## src/rtl/at_cycle_pkg.sv

```systemverilog
// Purpose: shared constants and carriers for the expansion bus cycle controller
// Assumes: 20 MHz core clock, bus clock derived by divider
// Notes: default timing only; address timing knobs come in as plain inputs
package at_cycle_pkg;
    localparam int unsigned CLK_HZ = 20000000;
    localparam int unsigned BUS_CLK_HZ = 10000000;
    localparam int unsigned BUS_DIV = CLK_HZ / BUS_CLK_HZ;
    localparam logic [3:0] WAIT_DEFAULT = 4'h1;
    localparam logic [3:0] WAIT_IO_DEFAULT = 4'h1;

    typedef struct packed {
        logic        is_io;
        logic        is_write;
        logic        word;
        logic [23:0] addr;
        logic [15:0] wdata;
    } cyc_req_s;

    typedef struct packed {
        logic bale;
        logic memr_n;
        logic memw_n;
        logic ior_n;
        logic iow_n;
    } strobes_s;

    typedef struct packed {
        logic system_side_direction;
        logic cpu_side_direction;
        logic low_byte_buffer_enable_n;
        logic high_byte_buffer_enable_n;
        logic system_buffer_enable_n;
    } buf_ctl_s;

    typedef enum logic [5:0] {
        ST_IDLE  = 6'b000001,
        ST_ADDR  = 6'b000010,
        ST_CMD   = 6'b000100,
        ST_WAIT  = 6'b001000,
        ST_END   = 6'b010000,
        ST_DONE  = 6'b100000
    } cyc_state_e;
endpackage

```

## src/rtl/at_bus_divider.sv

```systemverilog
// Purpose: one-cycle enable pulse at the bus clock rate
// Assumes: DIV of at least 1
// Notes: also gives a bus clock level for pins
`timescale 1ns/1ns
module at_bus_divider
    import at_cycle_pkg::*;
#(
    parameter int unsigned DIV = BUS_DIV
)
(
    input wire logic core_clk,
    input wire logic arst_n,
    output logic tick,
    output logic bus_clk_lvl
);
    logic [7:0] cnt_q;
    logic [7:0] cnt_d;
    logic tick_q;
    logic tick_d;
    logic lvl_q;
    logic lvl_d;

    always_comb
    begin
        tick_d = 1'b0;
        lvl_d = lvl_q;
        if (cnt_q == 8'(DIV - 1))
        begin
            cnt_d = 8'h00;
            tick_d = 1'b1;
            lvl_d = ~lvl_q;
        end
        else
        begin
            cnt_d = cnt_q + 8'h01;
        end
    end

    always_ff @(posedge core_clk or negedge arst_n)
    begin
        if (!arst_n)
        begin
            cnt_q <= 8'h00;
            tick_q <= 1'b0;
            lvl_q <= 1'b0;
        end
        else
        begin
            cnt_q <= cnt_d;
            tick_q <= tick_d;
            lvl_q <= lvl_d;
        end
    end

    assign tick = tick_q;
    assign bus_clk_lvl = lvl_q;
endmodule // at_bus_divider

```

## src/rtl/at_bus_cycle_control.sv

```systemverilog
// Purpose: expansion bus master cycle sequencer
// Assumes: request held stable until done; memcs16_n, iocs16_n, iochrdy and zerows_n are synchronised here, sd_in is not
// Notes: one byte phase per half of a split word write
// Functional notes
// - memory 16-bit response is looked at only in memory cycles
// - i/o 16-bit response is looked at only in i/o cycles
// - memory read and i/o read strobes never active together
// - zero-wait request shortens memory cycles only, never i/o
// - split byte write: system direction low, cpu direction high throughout
// - word write to 8-bit target goes out as two byte cycles
// - address outputs timed by settings, may move off bus clock
// - low byte data may be briefly undefined after its enable
`timescale 1ns/1ns
module at_bus_cycle_control
    import at_cycle_pkg::*;
#(
    parameter logic [3:0] WAITS = WAIT_DEFAULT,
    parameter logic [3:0] WAITS_IO = WAIT_IO_DEFAULT
)
(
    input wire logic core_clk,
    input wire logic arst_n,
    input wire logic req_valid,
    input wire cyc_req_s req,
    input wire logic addr_early,
    input wire logic memcs16_n,
    input wire logic iocs16_n,
    input wire logic iochrdy,
    input wire logic zerows_n,
    input wire logic [15:0] sd_in,
    output logic busy,
    output logic done,
    output logic [15:0] rdata,
    output strobes_s strobes,
    output buf_ctl_s buf_ctl,
    output logic [23:0] addr_out,
    output logic [15:0] sd_out,
    output logic sd_oe,
    output logic bus_clk
);
    logic tick;
    logic bus_clk_lvl;
    logic [1:0] m16_s;
    logic [1:0] i16_s;
    logic [1:0] rdy_s;
    logic [1:0] zws_s;

    cyc_state_e st_q, st_d;
    cyc_req_s r_q, r_d;
    logic hi_q, hi_d;
    logic narrow_q, narrow_d;
    logic [3:0] wcnt_q, wcnt_d;
    logic [15:0] rdata_q, rdata_d;
    strobes_s str_q, str_d;
    buf_ctl_s buf_q, buf_d;
    logic [23:0] addr_q, addr_d;
    logic [15:0] sdo_q, sdo_d;
    logic oe_q, oe_d;
    logic done_q, done_d;
    logic busy_q, busy_d;
    logic clk_q;

    at_bus_divider #(.DIV(BUS_DIV)) u_div (
        .core_clk(core_clk),
        .arst_n(arst_n),
        .tick(tick),
        .bus_clk_lvl(bus_clk_lvl)
    );

    always_ff @(posedge core_clk or negedge arst_n)
    begin
        if (!arst_n)
        begin
            m16_s <= 2'h3;
            i16_s <= 2'h3;
            rdy_s <= 2'h3;
            zws_s <= 2'h3;
        end
        else
        begin
            m16_s <= {m16_s[0], memcs16_n};
            i16_s <= {i16_s[0], iocs16_n};
            rdy_s <= {rdy_s[0], iochrdy};
            zws_s <= {zws_s[0], zerows_n};
        end
    end

    // a 16-bit answer only counts for the matching cycle type
    function automatic logic wide_ok(input logic is_io, input logic m_n, input logic i_n);
        wide_ok = is_io ? ~i_n : ~m_n;
    endfunction

    function automatic strobes_s cmd(input cyc_req_s r, input logic on);
        cmd = '{bale: 1'b0, memr_n: 1'b1, memw_n: 1'b1, ior_n: 1'b1, iow_n: 1'b1};
        if (on)
        begin
            // exactly one strobe, so both reads can never overlap
            unique case ({r.is_io, r.is_write})
                2'b00: cmd.memr_n = 1'b0;
                2'b01: cmd.memw_n = 1'b0;
                2'b10: cmd.ior_n = 1'b0;
                2'b11: cmd.iow_n = 1'b0;
            endcase
        end
    endfunction

    always_comb
    begin
        st_d = st_q;
        r_d = r_q;
        hi_d = hi_q;
        narrow_d = narrow_q;
        wcnt_d = wcnt_q;
        rdata_d = rdata_q;
        str_d = str_q;
        buf_d = buf_q;
        addr_d = addr_q;
        sdo_d = sdo_q;
        oe_d = oe_q;
        done_d = 1'b0;
        busy_d = busy_q;
        // address may move on the core clock, not only bus ticks
        if (addr_early && st_q != ST_IDLE)
        begin
            addr_d = {r_q.addr[23:1], r_q.addr[0] | hi_q};
        end
        unique case (st_q)
            ST_IDLE:
            begin
                if (req_valid)
                begin
                    r_d = req;
                    hi_d = 1'b0;
                    busy_d = 1'b1;
                    st_d = ST_ADDR;
                end
            end
            ST_ADDR:
            begin
                if (tick)
                begin
                    str_d = cmd(r_q, 1'b0);
                    str_d.bale = 1'b1;
                    addr_d = {r_q.addr[23:1], r_q.addr[0] | hi_q};
                    st_d = ST_CMD;
                end
            end
            ST_CMD:
            begin
                if (tick)
                begin
                    str_d = cmd(r_q, 1'b1);
                    narrow_d = ~wide_ok(r_q.is_io, m16_s[1], i16_s[1]);
                    wcnt_d = r_q.is_io ? WAITS_IO : WAITS;
                    buf_d.system_buffer_enable_n = 1'b0;
                    buf_d.system_side_direction = ~r_q.is_write;
                    buf_d.cpu_side_direction = r_q.is_write;
                    // low and high enables open in the same cycle (high stays shut in the second half); a brief undefined low byte may show
                    buf_d.low_byte_buffer_enable_n = 1'b0;
                    buf_d.high_byte_buffer_enable_n = hi_q;
                    if (r_q.is_write && hi_q)
                    begin
                        buf_d.system_side_direction = 1'b0;
                        buf_d.cpu_side_direction = 1'b1;
                    end
                    sdo_d = hi_q ? {8'h00, r_q.wdata[15:8]} : r_q.wdata;
                    oe_d = r_q.is_write;
                    st_d = ST_WAIT;
                end
            end
            ST_WAIT:
            begin
                if (tick)
                begin
                    if (!r_q.is_io && !zws_s[1])
                    begin
                        wcnt_d = 4'h0;
                    end
                    else if (wcnt_q != 4'h0)
                    begin
                        wcnt_d = wcnt_q - 4'h1;
                    end
                    if (rdy_s[1] && (wcnt_q == 4'h0 || (!r_q.is_io && !zws_s[1])))
                    begin
                        st_d = ST_END;
                    end
                end
            end
            ST_END:
            begin
                if (tick)
                begin
                    str_d = cmd(r_q, 1'b0);
                    if (!r_q.is_write)
                    begin
                        if (hi_q)
                            rdata_d[15:8] = sd_in[7:0];
                        else
                            rdata_d = sd_in;
                    end
                    buf_d.low_byte_buffer_enable_n = 1'b1;
                    buf_d.high_byte_buffer_enable_n = 1'b1;
                    buf_d.system_buffer_enable_n = 1'b1;
                    oe_d = 1'b0;
                    if (r_q.word && narrow_q && !hi_q)
                    begin
                        hi_d = 1'b1;
                        st_d = ST_ADDR;
                    end
                    else
                    begin
                        st_d = ST_DONE;
                    end
                end
            end
            ST_DONE:
            begin
                buf_d.system_side_direction = 1'b1;
                buf_d.cpu_side_direction = 1'b0;
                done_d = 1'b1;
                busy_d = 1'b0;
                st_d = ST_IDLE;
            end
            default:
            begin
                st_d = ST_IDLE;
            end
        endcase
    end

    always_ff @(posedge core_clk or negedge arst_n)
    begin
        if (!arst_n)
        begin
            st_q <= ST_IDLE;
            r_q <= '0;
            hi_q <= 1'b0;
            narrow_q <= 1'b0;
            wcnt_q <= 4'h0;
            rdata_q <= 16'h0000;
            str_q <= '{bale: 1'b0, memr_n: 1'b1, memw_n: 1'b1, ior_n: 1'b1, iow_n: 1'b1};
            buf_q <= '{1'b1, 1'b0, 1'b1, 1'b1, 1'b1};
            addr_q <= 24'h000000;
            sdo_q <= 16'h0000;
            oe_q <= 1'b0;
            done_q <= 1'b0;
            busy_q <= 1'b0;
            clk_q <= 1'b0;
        end
        else
        begin
            st_q <= st_d;
            r_q <= r_d;
            hi_q <= hi_d;
            narrow_q <= narrow_d;
            wcnt_q <= wcnt_d;
            rdata_q <= rdata_d;
            str_q <= str_d;
            buf_q <= buf_d;
            addr_q <= addr_d;
            sdo_q <= sdo_d;
            oe_q <= oe_d;
            done_q <= done_d;
            busy_q <= busy_d;
            clk_q <= bus_clk_lvl;
        end
    end

    assign busy = busy_q;
    assign done = done_q;
    assign rdata = rdata_q;
    assign strobes = str_q;
    assign buf_ctl = buf_q;
    assign addr_out = addr_q;
    assign sd_out = sdo_q;
    assign sd_oe = oe_q;
    assign bus_clk = clk_q;
endmodule // at_bus_cycle_control

```

## config.mk

```make
export PLATFORM = sky130hd
export DESIGN_NAME = at_bus_cycle_control
export DESIGN_NICKNAME = d
export VERILOG_FILES = /design/src/rtl/at_cycle_pkg.sv /design/src/rtl/at_bus_divider.sv /design/src/rtl/at_bus_cycle_control.sv
export SDC_FILE = /design/constraint.sdc
export NUM_CORES = 1
export LEC_CHECK = 0
export BUFFER_PORTS_ARGS = -buffer_cell sky130_fd_sc_hd__buf_4
export CAP_MARGIN = 20
export CORE_ASPECT_RATIO = 0.5
export CORE_MARGIN = 2
export CORE_UTILIZATION = 50
export CTS_BUF_LIST = sky130_fd_sc_hd__clkbuf_8
export DETAILED_ROUTE_END_ITERATION = 16
export PLACE_DENSITY = 0.8
export SLEW_MARGIN = 40
export SYNTH_ARGS = -nofsm -noshare
export SYNTH_HDL_FRONTEND = slang
export SYNTH_HIERARCHICAL = 1
export SYNTH_SLANG_ARGS = --single-unit
```

## constraint.sdc

```tcl
create_clock -name core_clk -period 2.5 [get_ports core_clk]
set_input_delay 0.25 -clock core_clk [delete_from_list [all_inputs] [get_ports core_clk]]
set_output_delay 0.25 -clock core_clk [all_outputs]
set_load 0.01 [all_outputs]
```

# Word-level counts from Yosys, hierarchy flattened
# Cells that the tools add are included.
# classes
bitwise_logic	7
n_reduce_logical	30
n_mux	44
n_eq_ne	19
n_addsub	2
# op_table
op	n
24-bit 2-to-1 mux	3
6-bit 2-to-1 mux	7
6-bit one-hot mux with 5 select lines	1
5-bit 2-to-1 mux	4
16-bit 2-to-1 mux	1
4-bit 2-to-1 mux	4
8-bit 2-to-1 mux	2
4-bit AND reduction	4
5-bit one-hot mux with 3 select lines	1
1-bit 2-to-1 mux	13
2-bit nonzero test	5
8-bit by 1-bit adder with 8-bit output, second input constant	1
8-bit by 1-bit equality test with 1-bit output, second input constant	1
2-bit by 1-bit inequality test with 1-bit output, second input constant	4
4-bit one-hot mux with 2 select lines	1
2-bit AND reduction	4
6-bit by 1-bit equality test with 1-bit output, second input constant	1
6-bit by 2-bit equality test with 1-bit output, second input constant	1
6-bit by 3-bit equality test with 1-bit output, second input constant	1
6-bit by 4-bit equality test with 1-bit output, second input constant	1
6-bit by 5-bit equality test with 1-bit output, second input constant	1
6-bit equality test, second input constant	1
1-bit logical AND	6
2-bit inequality test, second input constant	3
20 further kinds	31
# totals
in_bits	67
out_inout_bits	70
wordCells	136
ff_bits	143

# Depth between registers and ports, before layout
# Gate-level depths: netlist (run 1).
# logic_depth
word_depth	7
mapped_depth	7
depth_no_buf	6

# By module
# Netlist (run 1), hierarchy kept.
# by_module_without_submodules
module	seq_area_each_um2	cells_each	n_inst	area_per_inst_um2
at_bus_cycle_control	3323.2	400	1	5444.0
at_bus_divider	250.2	34	1	420.4

# Worst setup path before layout (run 1)
# OpenSTA, ideal clock, no wires.
# synth_path
path_kind	register to register
startpoint	reg st_q[3]
endpoint	reg addr_q[10] (netlist: addr_out[10])
arrival_ns	1.755
n_path_buf	2
path_slack_ns	0.620
setup_ns	0.125
stages_incl_launch_ff	7
required_time_ns	2.375
period_less_slack_ns	1.880
path_cell_list	dfrtp_1 -> nor4_2 -> and3b_2 -> a22o_1 -> buf_4 -> buf_6 -> mux2_4
# synth_between
elab_chain_cells	5
elab_cells_between_ends	6
classes_between	eq/ne: 2; mux: 3; reduce/logical: 1
# synth_rtl
item	line	text
from (decl)	at_bus_cycle_control.sv:48	cyc_state_e st_q, st_d;
from (signal assigned)	at_bus_cycle_control.sv:252	st_q <= st_d;
6-bit by 1-bit inequality test with 1-bit output	at_bus_cycle_control.sv:123	if (addr_early && st_q != ST_IDLE)
1-bit logical AND	at_bus_cycle_control.sv:123	
24-bit 2-to-1 mux	at_bus_cycle_control.sv:123	
24-bit 2-to-1 mux	at_bus_cycle_control.sv:140	if (tick)
24-bit 2-to-1 mux *	at_bus_cycle_control.sv:127	unique case (st_q)
net addr_d[10]	at_bus_cycle_control.sv:56	logic [23:0] addr_q, addr_d;
to (signal assigned)	at_bus_cycle_control.sv:260	addr_q <= addr_d;
to (decl)	at_bus_cycle_control.sv:56	
# The timed path passes the listed nets; every way through them passes the cells marked *.
# A chain may end at the register's enable or synchronous reset.

# Final worst setup path (run 1)
# layout_path
startpoint	reg st_q[4]
endpoint	reg wcnt_q[3]
# layout_between
elab_chain_cells	3
elab_cells_between_ends	8
classes_between	eq/ne: 5; mux: 1; reduce/logical: 2
# layout_rtl
item	line	text
6-bit by 4-bit equality test with 1-bit output or 6-bit by 3-bit equality test with 1-bit output (tied branches)	at_bus_cycle_control.sv:127	
3-bit inequality test (no line) (tied with other cells)	--	
4-bit AND reduction (no line)	--	
to (signal assigned)	at_bus_cycle_control.sv:256	wcnt_q <= wcnt_d;
to (decl)	at_bus_cycle_control.sv:52	logic [3:0] wcnt_q, wcnt_d;
# Parallel ways exist; a longest one is shown, timed or not.

==> results of run 1 <==
-- through the flow --
step	total power, mW	setup WS (ps)
global placement	6.22	524
detailed placement	6.33	484
floorplan	5.21	620
finish	8.26	407
global route	8.74	256
CTS	8.34	462
-- repair_timing --
action	4_1_cts	5_1_grt
hold buffers	6	0
hold endpoints to repair	68	0
resized for setup	0	0
endpoints found under the setup margin	0	0
-- worst max-delay path by stage --
stage          depth (start not counted)                     end                 from
4_1_cts                                5  addr_out[23]$_DFF_PN0_  st_q[3]$_DFFE_PN0P_
2_1_floorplan                          6  addr_out[10]$_DFF_PN0_  st_q[3]$_DFFE_PN0P_
5_1_grt                                4   wcnt_q[3]$_DFFE_PN0P_  st_q[4]$_DFFE_PN0P_
6_report                               4   wcnt_q[3]$_DFFE_PN0P_  st_q[4]$_DFFE_PN0P_
3_3_place_gp                           4   wcnt_q[3]$_DFFE_PN0P_  st_q[4]$_DFFE_PN0P_
3_5_place_dp                           4   wcnt_q[3]$_DFFE_PN0P_  st_q[4]$_DFFE_PN0P_
-- synthesized netlist by cell type, types with 3 or more instances --
cell and count:
nor4_1 3, inv_1 10, dfstp_2 16, o21ai_0 24, and3_1 4, dfrtp_1 126
mux2_2 55, buf_2 7, a22o_1 5, buf_6 3, nand2_1 38, mux2_4 19
a21oi_1 6, buf_4 3, mux2i_1 18, nand3_1 8, ha_1 4, nand3b_1 9
o2bb2ai_1 3, xnor2_1 6, and3b_1 3, nor3_1 6, nor2_1 12, o21a_1 4
clkbuf_1 8
-- metal layers --
metal | track usage, % | part of all wire, % | up-vias
met2 | 32.7 | 48 | 114
met4 | 7.82 | 1.9 | 0
met3 | 5.13 | 4.7 | 25
li1 | - | - | 1820
met5 | 0 | 0 | -
met1 | 26.6 | 45 | 1932
-- cell families (layout without fill, tap and decap cells) --
group | after synthesis | after routing | synth area share (%)
adder cells (fa/ha/maj) | 4 | 4 | 0.853
XOR/XNOR | 8 | 8 | 1.32
AO/OA/AOI/OAI | 53 | 53 | 5.93
AND/OR/NAND/NOR | 102 | 102 | 9.62
flip-flops | 142 | 142 | 60.9
multiplexers | 92 | 92 | 18.5
buffers and inverters | 33 | 191 | 2.84
-- where the power goes --
group          internal, mW  switching [mW]  total, mW
combinational          1.56            1.04       2.60
sequential             3.14           0.531       3.67
clock                  1.13           0.866       1.99
total                  5.82            2.44       8.26
-- state kept, by name (all words and copies together), names as in the netlist, 4 cells and up --
signal	count
u_div/cnt_q	8
rdata	16
addr_out	24
buf_ctl	4
strobes	5
wcnt_q	4
st_q	6
r_q	43
sd_out	16
-- layout make-up --
class | count | area share, %
inverter | 10 | 0.498
timing repair buffer | 150 | 15.5
clock inverter | 12 | 2.24
clock buffer | 19 | 3.47
tap | 159 | 2.64
multi-input combinational | 259 | 28.2
sequential | 142 | 47.4
-- worst max-delay path: stages, from the launching register on --
cell and delay [ps]:
dfrtp_1 460, nor4_1 650, o2111ai_1 270, a221o_1 400, a32o_1 200
==> results.json, run 1 <==
{
  "status": "completed",
  "synthFlopType": "dfrtp_1",
  "synthTopCellsByArea": "dfrtp_1 54%, mux2_2 11%, dfstp_2 7.2%",
  "crit_fanout": 8,
  "reg2reg_from": "st_q[4]$_DFFE_PN0P_",
  "initial_core_util_pct": 52.3,
  "die_h_um": 80.6,
  "cts_tree": "done",
  "fmax_mhz": 478,
  "port_buffers": 136,
  "placedCellCount": 714,
  "worst_setup_path_end_kind": "flop",
  "multiInputGateArea_um2": 2130,
  "rsz0062_at_grt": "no",
  "antenna-diode-count": 0,
  "worstReg2RegEnd": "wcnt_q[3]$_DFFE_PN0P_",
  "synth_top_area_cell": "dfrtp_1",
  "clk_root_buffer_cell": "clkbuf_8",
  "ys_seq_area_share_pct": 60.9,
  "grt_pass1_vias": 3990,
  "postSynthAreaPerCell_um2": 13.5,
  "required_ps": 2830,
  "clock_path_buffers": 2,
  "final_cells": 751,
  "core_area_um2": 11200,
  "grt_use_total_pct": 20.2,
  "maxSlewViolCount": 0,
  "place_congestion": 0.824,
  "finalClockSkew_ps": 11.6,
  "min_path_type": "in -> reg",
  "netlist_instances": 434,
  "ys_async_sr_fraction_pct": 100,
  "viasPerCell": 5.18,
  "final_antenna_net_count": 0,
  "nNetsFinal": 651,
  "min-delay-start": "req[28]",
  "maxCapViolations": 0,
  "row_count": 27,
  "antenna_found_initial": 0,
  "synth_cell_types": 52,
  "relSlewSlack_pct": 54.1,
  "ys_ff_latch": 142,
  "gr-total-overflow": 0,
  "hold_viol_final": 0,
  "final_cell_mix": "141 x buf_4, 125 x dfrtp_1, 55 x mux2_2",
  "synth_edf_count": 0,
  "min_period_over_period_pct": 83.7,
  "holdPathStages": 2,
  "syn_area_um2": 5860,
  "yosys_warnings": 6,
  "final_common_cell": "buf_4",
  "cts_buffers": 17,
  "clock_latency_ps": 440,
  "synth_nets": 505,
  "period_minus_slack_ps": 2090,
  "drc_errors": 0,
  "die_x_um": 157,
  "grt_max_degree": 71,
  "io_pins": 137,
  "fillers": 829,
  "vias": 3891,
  "ir_drop_mv": 0.598,
  "holdPathEnd": "r_q[28]$_DFFE_PN0P_",
  "setup_viol": 0,
  "hpwlAfterDp_um": 8240,
  "placed_area_um2": 7050,
  "tns_ps": 0,
  "firstDrtPassIters": 4,
  "drt-initial-drc-count": 198,
  "r2r_slack_ps": 410,
  "cp.arrival_ps": 2420,
  "drive_gt1_share_pct": 46.8,
  "finalWirelength_um": 12000,
  "dieArea_um2": 12700,
  "regArea_um2": 3570,
  "critPathLaunchType": "flop",
  "reg2reg_depth": 4,
  "worst-setup-path-type": "reg -> reg",
  "worst_pin_slew_ps": 682,
  "yosysTopAreaCellShare_pct": 53.8,
  "grt_pass1_wl_um": 19600,
  "clk_pin_slew_ps": 80,
  "cts-htree-levels": 4,
  "fin_util_pct": 67.2,
  "fin_area_um2": 7540,
  "p_leak_nw": 3.55,
  "hold_slack_ps": 31.2,
  "wl_per_cell_um": 15.9,
  "post-cts-setup-buffers": 0,
  "powerDensity_nw_per_um2": 1100,
  "syn2layout_area_growth_pct": 28.5,
  "cts_num_sinks": 142
}
(Power assumes the default switching activity.)
==> run 2: changes to the inputs <==
PLACE_DENSITY = 0.83   (was 0.8)
clock period = 1.81 ns   (was 2.5 ns; I/O delays follow)
==> run 2 against run 1 <==
Net effect:
- the flow now finishes with violations (negative setup slack)
- register-to-register slack worse by 520 ps
- sequential share of layout area down 5.3 points
- sequential power up 39%
- maximum frequency up 8.7%
- wire length up 23%
- clock-buffer cell count up 2
- via count up 13%
- non-clock buffer count up 78
- critical path type unchanged
==> results.json, run 2 (synthesized netlist as in run 1, its figures left out) <==
{
  "antenna-diode-count": 0,
  "drive_gt1_share_pct": 47.1,
  "final_cell_mix": "160 x buf_4, 123 x dfrtp_1, 57 x dlygate4sd3_1",
  "min_period_over_period_pct": 106,
  "finalClockSkew_ps": 12.7,
  "drc_errors": 0,
  "busiest_layer": "met2",
  "vias": 4412,
  "ir_drop_mv": 0.932,
  "port_buffers": 136,
  "maxSlewViolCount": 0,
  "io_pins": 137,
  "min_path_type": "in -> reg",
  "fin_util_pct": 75.7,
  "core_area_um2": 11200,
  "antenna_found_initial": 0,
  "clk_root_buffer_cell": "clkbuf_8",
  "relSlewSlack_pct": 74.4,
  "met2_usage_pct": 41.8,
  "drt-initial-drc-count": 232,
  "gr-total-overflow": 0,
  "required_ps": 2130,
  "finalWirelength_um": 14700,
  "clock_path_buffers": 2,
  "cts_tree": "done",
  "final_antenna_net_count": 0,
  "initial_core_util_pct": 52.3,
  "die_h_um": 80.6,
  "maxCapViolations": 0,
  "p_total_mw": 12.3,
  "hold_viol_final": 0,
  "critical_path.top_delay_family": "simple AND/OR/NAND/NOR gates",
  "fmax_mhz": 519,
  "power.internal_mw": 8.59,
  "swShare_pct": 30.1,
  "hpwlAfterDp_um": 8730,
  "crit_fanout": 6,
  "syn2layout_area_growth_pct": 44.7,
  "critPathBufInv": 1,
  "dieArea_um2": 12700,
  "pwr-share-comb_pct": 35.4,
  "p_leak_nw": 4.00,
  "worst_setup_path_end_kind": "flop",
  "period_minus_slack_ps": 1930,
  "cts-htree-levels": 4,
  "largest_reg_flops": 43,
  "clock_latency_ps": 440,
  "final_common_cell": "buf_4",
  "nNetsFinal": 729,
  "cts_num_sinks": 142,
  "min-delay-start": "sd_in[15]",
  "place_congestion": 0.824,
  "fillers": 683,
  "grt_pass1_vias": 4653,
  "grt_use_total_pct": 23.9,
  "worstSetupStartpoint": "st_q[5]$_DFFE_PN0P_",
  "use_met1_pct": 27.9,
  "cp.arrival_ps": 2250,
  "grt_max_degree": 50,
  "critPathLaunchType": "flop",
  "worst_pin_slew_ps": 383,
  "clk_pin_slew_ps": 80,
  "powerDensity_nw_per_um2": 1450,
  "viasPerCell": 5.32,
  "clkPwrFrac_pct": 23.0,
  "worst-setup-path-type": "reg -> reg",
  "seqPwrFrac_pct": 41.5,
  "final_cells": 830,
  "status": "complete, but fails checks",
  "firstDrtPassIters": 6,
  "grt_pass1_wl_um": 22700,
  "worst_slack_ps": -116,
  "rsz0062_at_grt": "yes",
  "reg2reg_from": "st_q[5]$_DFFE_PN0P_",
  "cts_buffers": 17,
  "violations": "negative setup slack",
  "row_count": 27,
  "cp_cell_sequence": "nor4_4 -> and3b_2 -> a22o_4 -> clkbuf_16 -> mux2_4",
  "setup_viol": 31,
  "regMostFlops": "r_q",
  "die_x_um": 157,
  "critical_path.slowest_cell": "dfrtp_2",
  "placedCellCount": 730,
  "wl_per_cell_um": 17.8,
  "netSwitchingPower_mw": 3.70,
  "use_met3_pct": 5.94,
  "slowest_delay_ps": 450
}
## run 2: layout make-up
class / instances / area (um2) / area share [%]
Clock buffer: 21 / 289 / 3.41
Multi-Input combinational cell: 259 / 2230 / 26.3
Timing Repair Buffer: 228 / 1990 / 23.5
Tap cell: 159 / 199 / 2.34
Clock inverter: 11 / 164 / 1.93
Sequential cell: 142 / 3580 / 42.1
Inverter: 10 / 37.5 / 0.442
## run 2: worst min-delay path, stage by stage
cell,delay (ps)
buf_4,70
mux2i_1,50
o21ai_0,130
## run 2: power groups by stage
stage / registers (mW) / logic, mW / clock network [mW]
2_1_floorplan: 5.13 / 2.12 / 0
4_1_cts: 5.06 / 4.05 / 2.88
3_3_place_gp: 5.05 / 3.65 / 0
6_report: 5.11 / 4.36 / 2.83
3_5_place_dp: 5.09 / 3.80 / 0
5_1_grt: 5.22 / 4.66 / 3.04
## run 2: per-layer routing
metal	wire length [um]	vias up
li1	-	1981
met1	5890	2223
met2	7680	169
met3	743	39
met4	420	0
met5	0	-
## run 2: repair_timing
| action | 4_1_cts | 5_1_grt |
|---|---|---|
| endpoints found under the hold margin | 194 | 0 |
| gates cloned | 1 | 2 |
| pin swaps | 2 | 7 |
| resized for setup | 10 | 15 |
| endpoints found under the setup margin | 40 | 88 |
| setup buffers | 1 | 7 |
| hold buffers | 57 | 0 |
## run 2: final timing paths
check                                                 to  slack, ps  cells past startpoint
worst min register to register        zws_s[1]$_DFF_PN1_        360                      0
max in group asynchronous       u_div/cnt_q[1]$_DFF_PN0_        990                      3
worst max register to register    addr_out[17]$_DFF_PN0_       -120                      5
worst max-delay path              addr_out[17]$_DFF_PN0_       -120                      5
worst min-delay path               rdata[15]$_DFFE_PN0P_         30                      3
min in group asynchronous            r_q[27]$_DFFE_PN0P_        170                      2
## run 2: stage by stage
stage | setup WS [ps] | setup TNS, ps | hold slack (ps) | cell area, um2
detailed placement | -55.1 | -396 | 62.1 | 7230
floorplan | -32.9 | -618 | -115 | 5890
finish | -116 | -2600 | 30.5 | 8490
global placement | -11.3 | -36.5 | 56.4 | 7230
global route | -161 | -4610 | 35.0 | 8490
CTS | -32.4 | -89.5 | 11.6 | 8330
==> run 3: changes to the inputs <==
GPL_TIMING_DRIVEN = 0   (was not set)
==> run 3 against run 2 <==
Net effect:
- sequential power shrank 2%
- the flow still finishes with violations (negative setup slack)
- total power decreased by 3.2%
- utilization rose by 0.61 points
- worst hold slack lost 13 ps
- largest cell class unchanged
- register-to-register slack hardly changed
- design area increased by 0.81%
- via count up 1.9%
- combinational power increased by 5%
- critical endpoint is now addr_out[5]$_DFF_PN0_
==> results.json, run 3 (synthesized netlist as in run 1, its figures left out) <==
{
  "critPathBufInv": 3,
  "viasPerCell": 5.29,
  "rsz0062_at_grt": "yes",
  "required_ps": 2150,
  "status": "complete, but fails checks",
  "wl_per_cell_um": 17.2,
  "cts-htree-levels": 4,
  "die_h_um": 80.6,
  "hold_slack_ps": 17.2,
  "critPathLaunchType": "flop",
  "worst-setup-path-type": "reg -> reg",
  "final_cells": 850,
  "clock_latency_ps": 460,
  "min_path_type": "in -> reg",
  "cts_tree": "done",
  "fillers": 697,
  "p_total_mw": 11.9,
  "seqPwrFrac_pct": 42.0,
  "drc_errors": 0,
  "dp_slack_ps": -377,
  "critical_path.slowest_cell": "dfrtp_2",
  "netSwitchingPower_mw": 3.91,
  "worst_slack_ps": -130,
  "firstDrtPassIters": 4,
  "relSlewSlack_pct": 64.5,
  "gr-total-overflow": 0,
  "io_pins": 137,
  "finalWirelength_um": 14600,
  "clock_path_buffers": 2,
  "cp_cell_sequence": "nor4_4 -> and3b_2 -> a22o_1 -> buf_6 -> buf_6 -> buf_12 -> mux2_4",
  "finalClockSkew_ps": 20.2,
  "cts_buffers": 17,
  "grt_pass1_wl_um": 22900,
  "antenna_found_initial": 0,
  "swShare_pct": 32.8,
  "period_minus_slack_ps": 1940,
  "regArea_um2": 3580,
  "setup_viol": 43,
  "largest_reg_flops": 43,
  "drive_gt1_share_pct": 48.2,
  "critical_path.top_delay_family": "simple AND/OR/NAND/NOR gates",
  "crit_top_cell": "buf_6",
  "violations": "negative setup slack",
  "port_buffers": 136,
  "row_count": 27,
  "grt_use_total_pct": 24.0,
  "clk_pin_slew_ps": 90,
  "cts_num_sinks": 142,
  "power.internal_mw": 8.00,
  "worst_pin_slew_ps": 533,
  "place_congestion": 0.769,
  "tns_ps": -2370,
  "final_cell_mix": "160 x buf_4, 123 x dfrtp_1, 59 x dlygate4sd3_1",
  "final_antenna_net_count": 0,
  "maxCapViolations": 0,
  "final_common_cell": "buf_4",
  "drt-initial-drc-count": 217,
  "syn2layout_area_growth_pct": 45.9,
  "core_area_um2": 11200,
  "slowest_delay_ps": 440,
  "hpwlAfterDp_um": 8840,
  "placedCellCount": 730,
  "r2r_slack_ps": -130,
  "regMostFlops": "r_q",
  "hold_viol_final": 0,
  "crit_fanout": 6,
  "clk_root_buffer_cell": "clkbuf_8",
  "grt_pass1_vias": 4714,
  "dieArea_um2": 12700,
  "clkPwrFrac_pct": 19.7,
  "vias": 4498,
  "pwr-share-comb_pct": 38.3,
  "grt_max_degree": 74,
  "p_leak_nw": 4.01,
  "multiInputGateArea_um2": 2290,
  "antenna-diode-count": 0,
  "nNetsFinal": 749,
  "cp.arrival_ps": 2280,
  "initial_core_util_pct": 52.3,
  "die_x_um": 157,
  "powerDensity_nw_per_um2": 1390,
  "ir_drop_mv": 1.05,
  "fmax_mhz": 516,
  "maxSlewViolCount": 0,
  "worst_setup_path_end_kind": "flop",
  "min_period_over_period_pct": 107
}
[run 3: changes by cell type in the layout (fill, tap and decap cells not counted), sizes merged]
cell,delta
bufinv,-4
clkinvlp,+3
buf,+11
dlygate4sd3,+2
inv,+7
clkinv,-2
clkbuf,+3
[run 3: area by class of cell]
type / instances / area share, %
plain buffers: 23 / 2.11
clock buffers: 17 / 2.73
clock inverters: 15 / 1.48
inverters: 10 / 0.439
multi-input cells: 259 / 26.8
flip-flops and latches: 142 / 41.8
well taps: 159 / 2.33
repair buffers: 225 / 22.3
[run 3: what timing repair did]
item	4_1_cts	5_1_grt
endpoints found under the setup margin	109	99
endpoints found under the hold margin	111	0
gates cloned	1	0
gates resized for setup	30	36
setup buffers	21	8
hold buffers	59	0
pin swaps	7	11
[run 3: routing by layer]
metal	track usage (%)	routed length (um)	up-vias
li1	-	-	2029
met2	42.8	7520	132
met1	27.9	6070	2303
met5	0	0	-
met3	5.29	616	34
met4	11.1	374	0
[run 3: power by group through the flow]
stage	logic [mW]	registers, mW	clock network, mW
after detailed placement	3.81	5.05	0
final	4.56	5.00	2.34
after global routing	4.89	5.12	2.53
after floorplan	2.12	5.13	0
after CTS	4.35	4.97	2.39
after global placement	3.66	4.99	0
[run 3: path summary, 6_finish.rpt]
path | depth (start not counted) | from | endpoint
max reg2reg | 7 | st_q[2]$_DFFE_PN0P_ | addr_out[5]$_DFF_PN0_
max | 7 | st_q[2]$_DFFE_PN0P_ | addr_out[5]$_DFF_PN0_
max in group asynchronous | 3 | arst_n | rdata[11]$_DFFE_PN0P_
min reg2reg | 0 | zws_s[0]$_DFF_PN1_ | zws_s[1]$_DFF_PN1_
min in group asynchronous | 2 | arst_n | r_q[32]$_DFFE_PN0P_
min | 3 | sd_in[10] | rdata[10]$_DFFE_PN0P_
[run 3: worst register-to-register path: cells and delay by family, from the launching register on]
kind | cells | cell delay (ps)
buffers and inverters | 3 | 380
multiplexers | 1 | 300
flip-flops | 1 | 440
AO/OA/AOI/OAI | 1 | 190
AND/OR/NAND/NOR | 2 | 520
[run 3: through the flow]
step           utilization (%)  cell area, um2
3_3_place_gp              63.4            7110
6_report                  76.3            8560
3_5_place_dp              63.7            7150
2_1_floorplan                -            5890
5_1_grt                   76.3            8560
4_1_cts                   74.9            8400
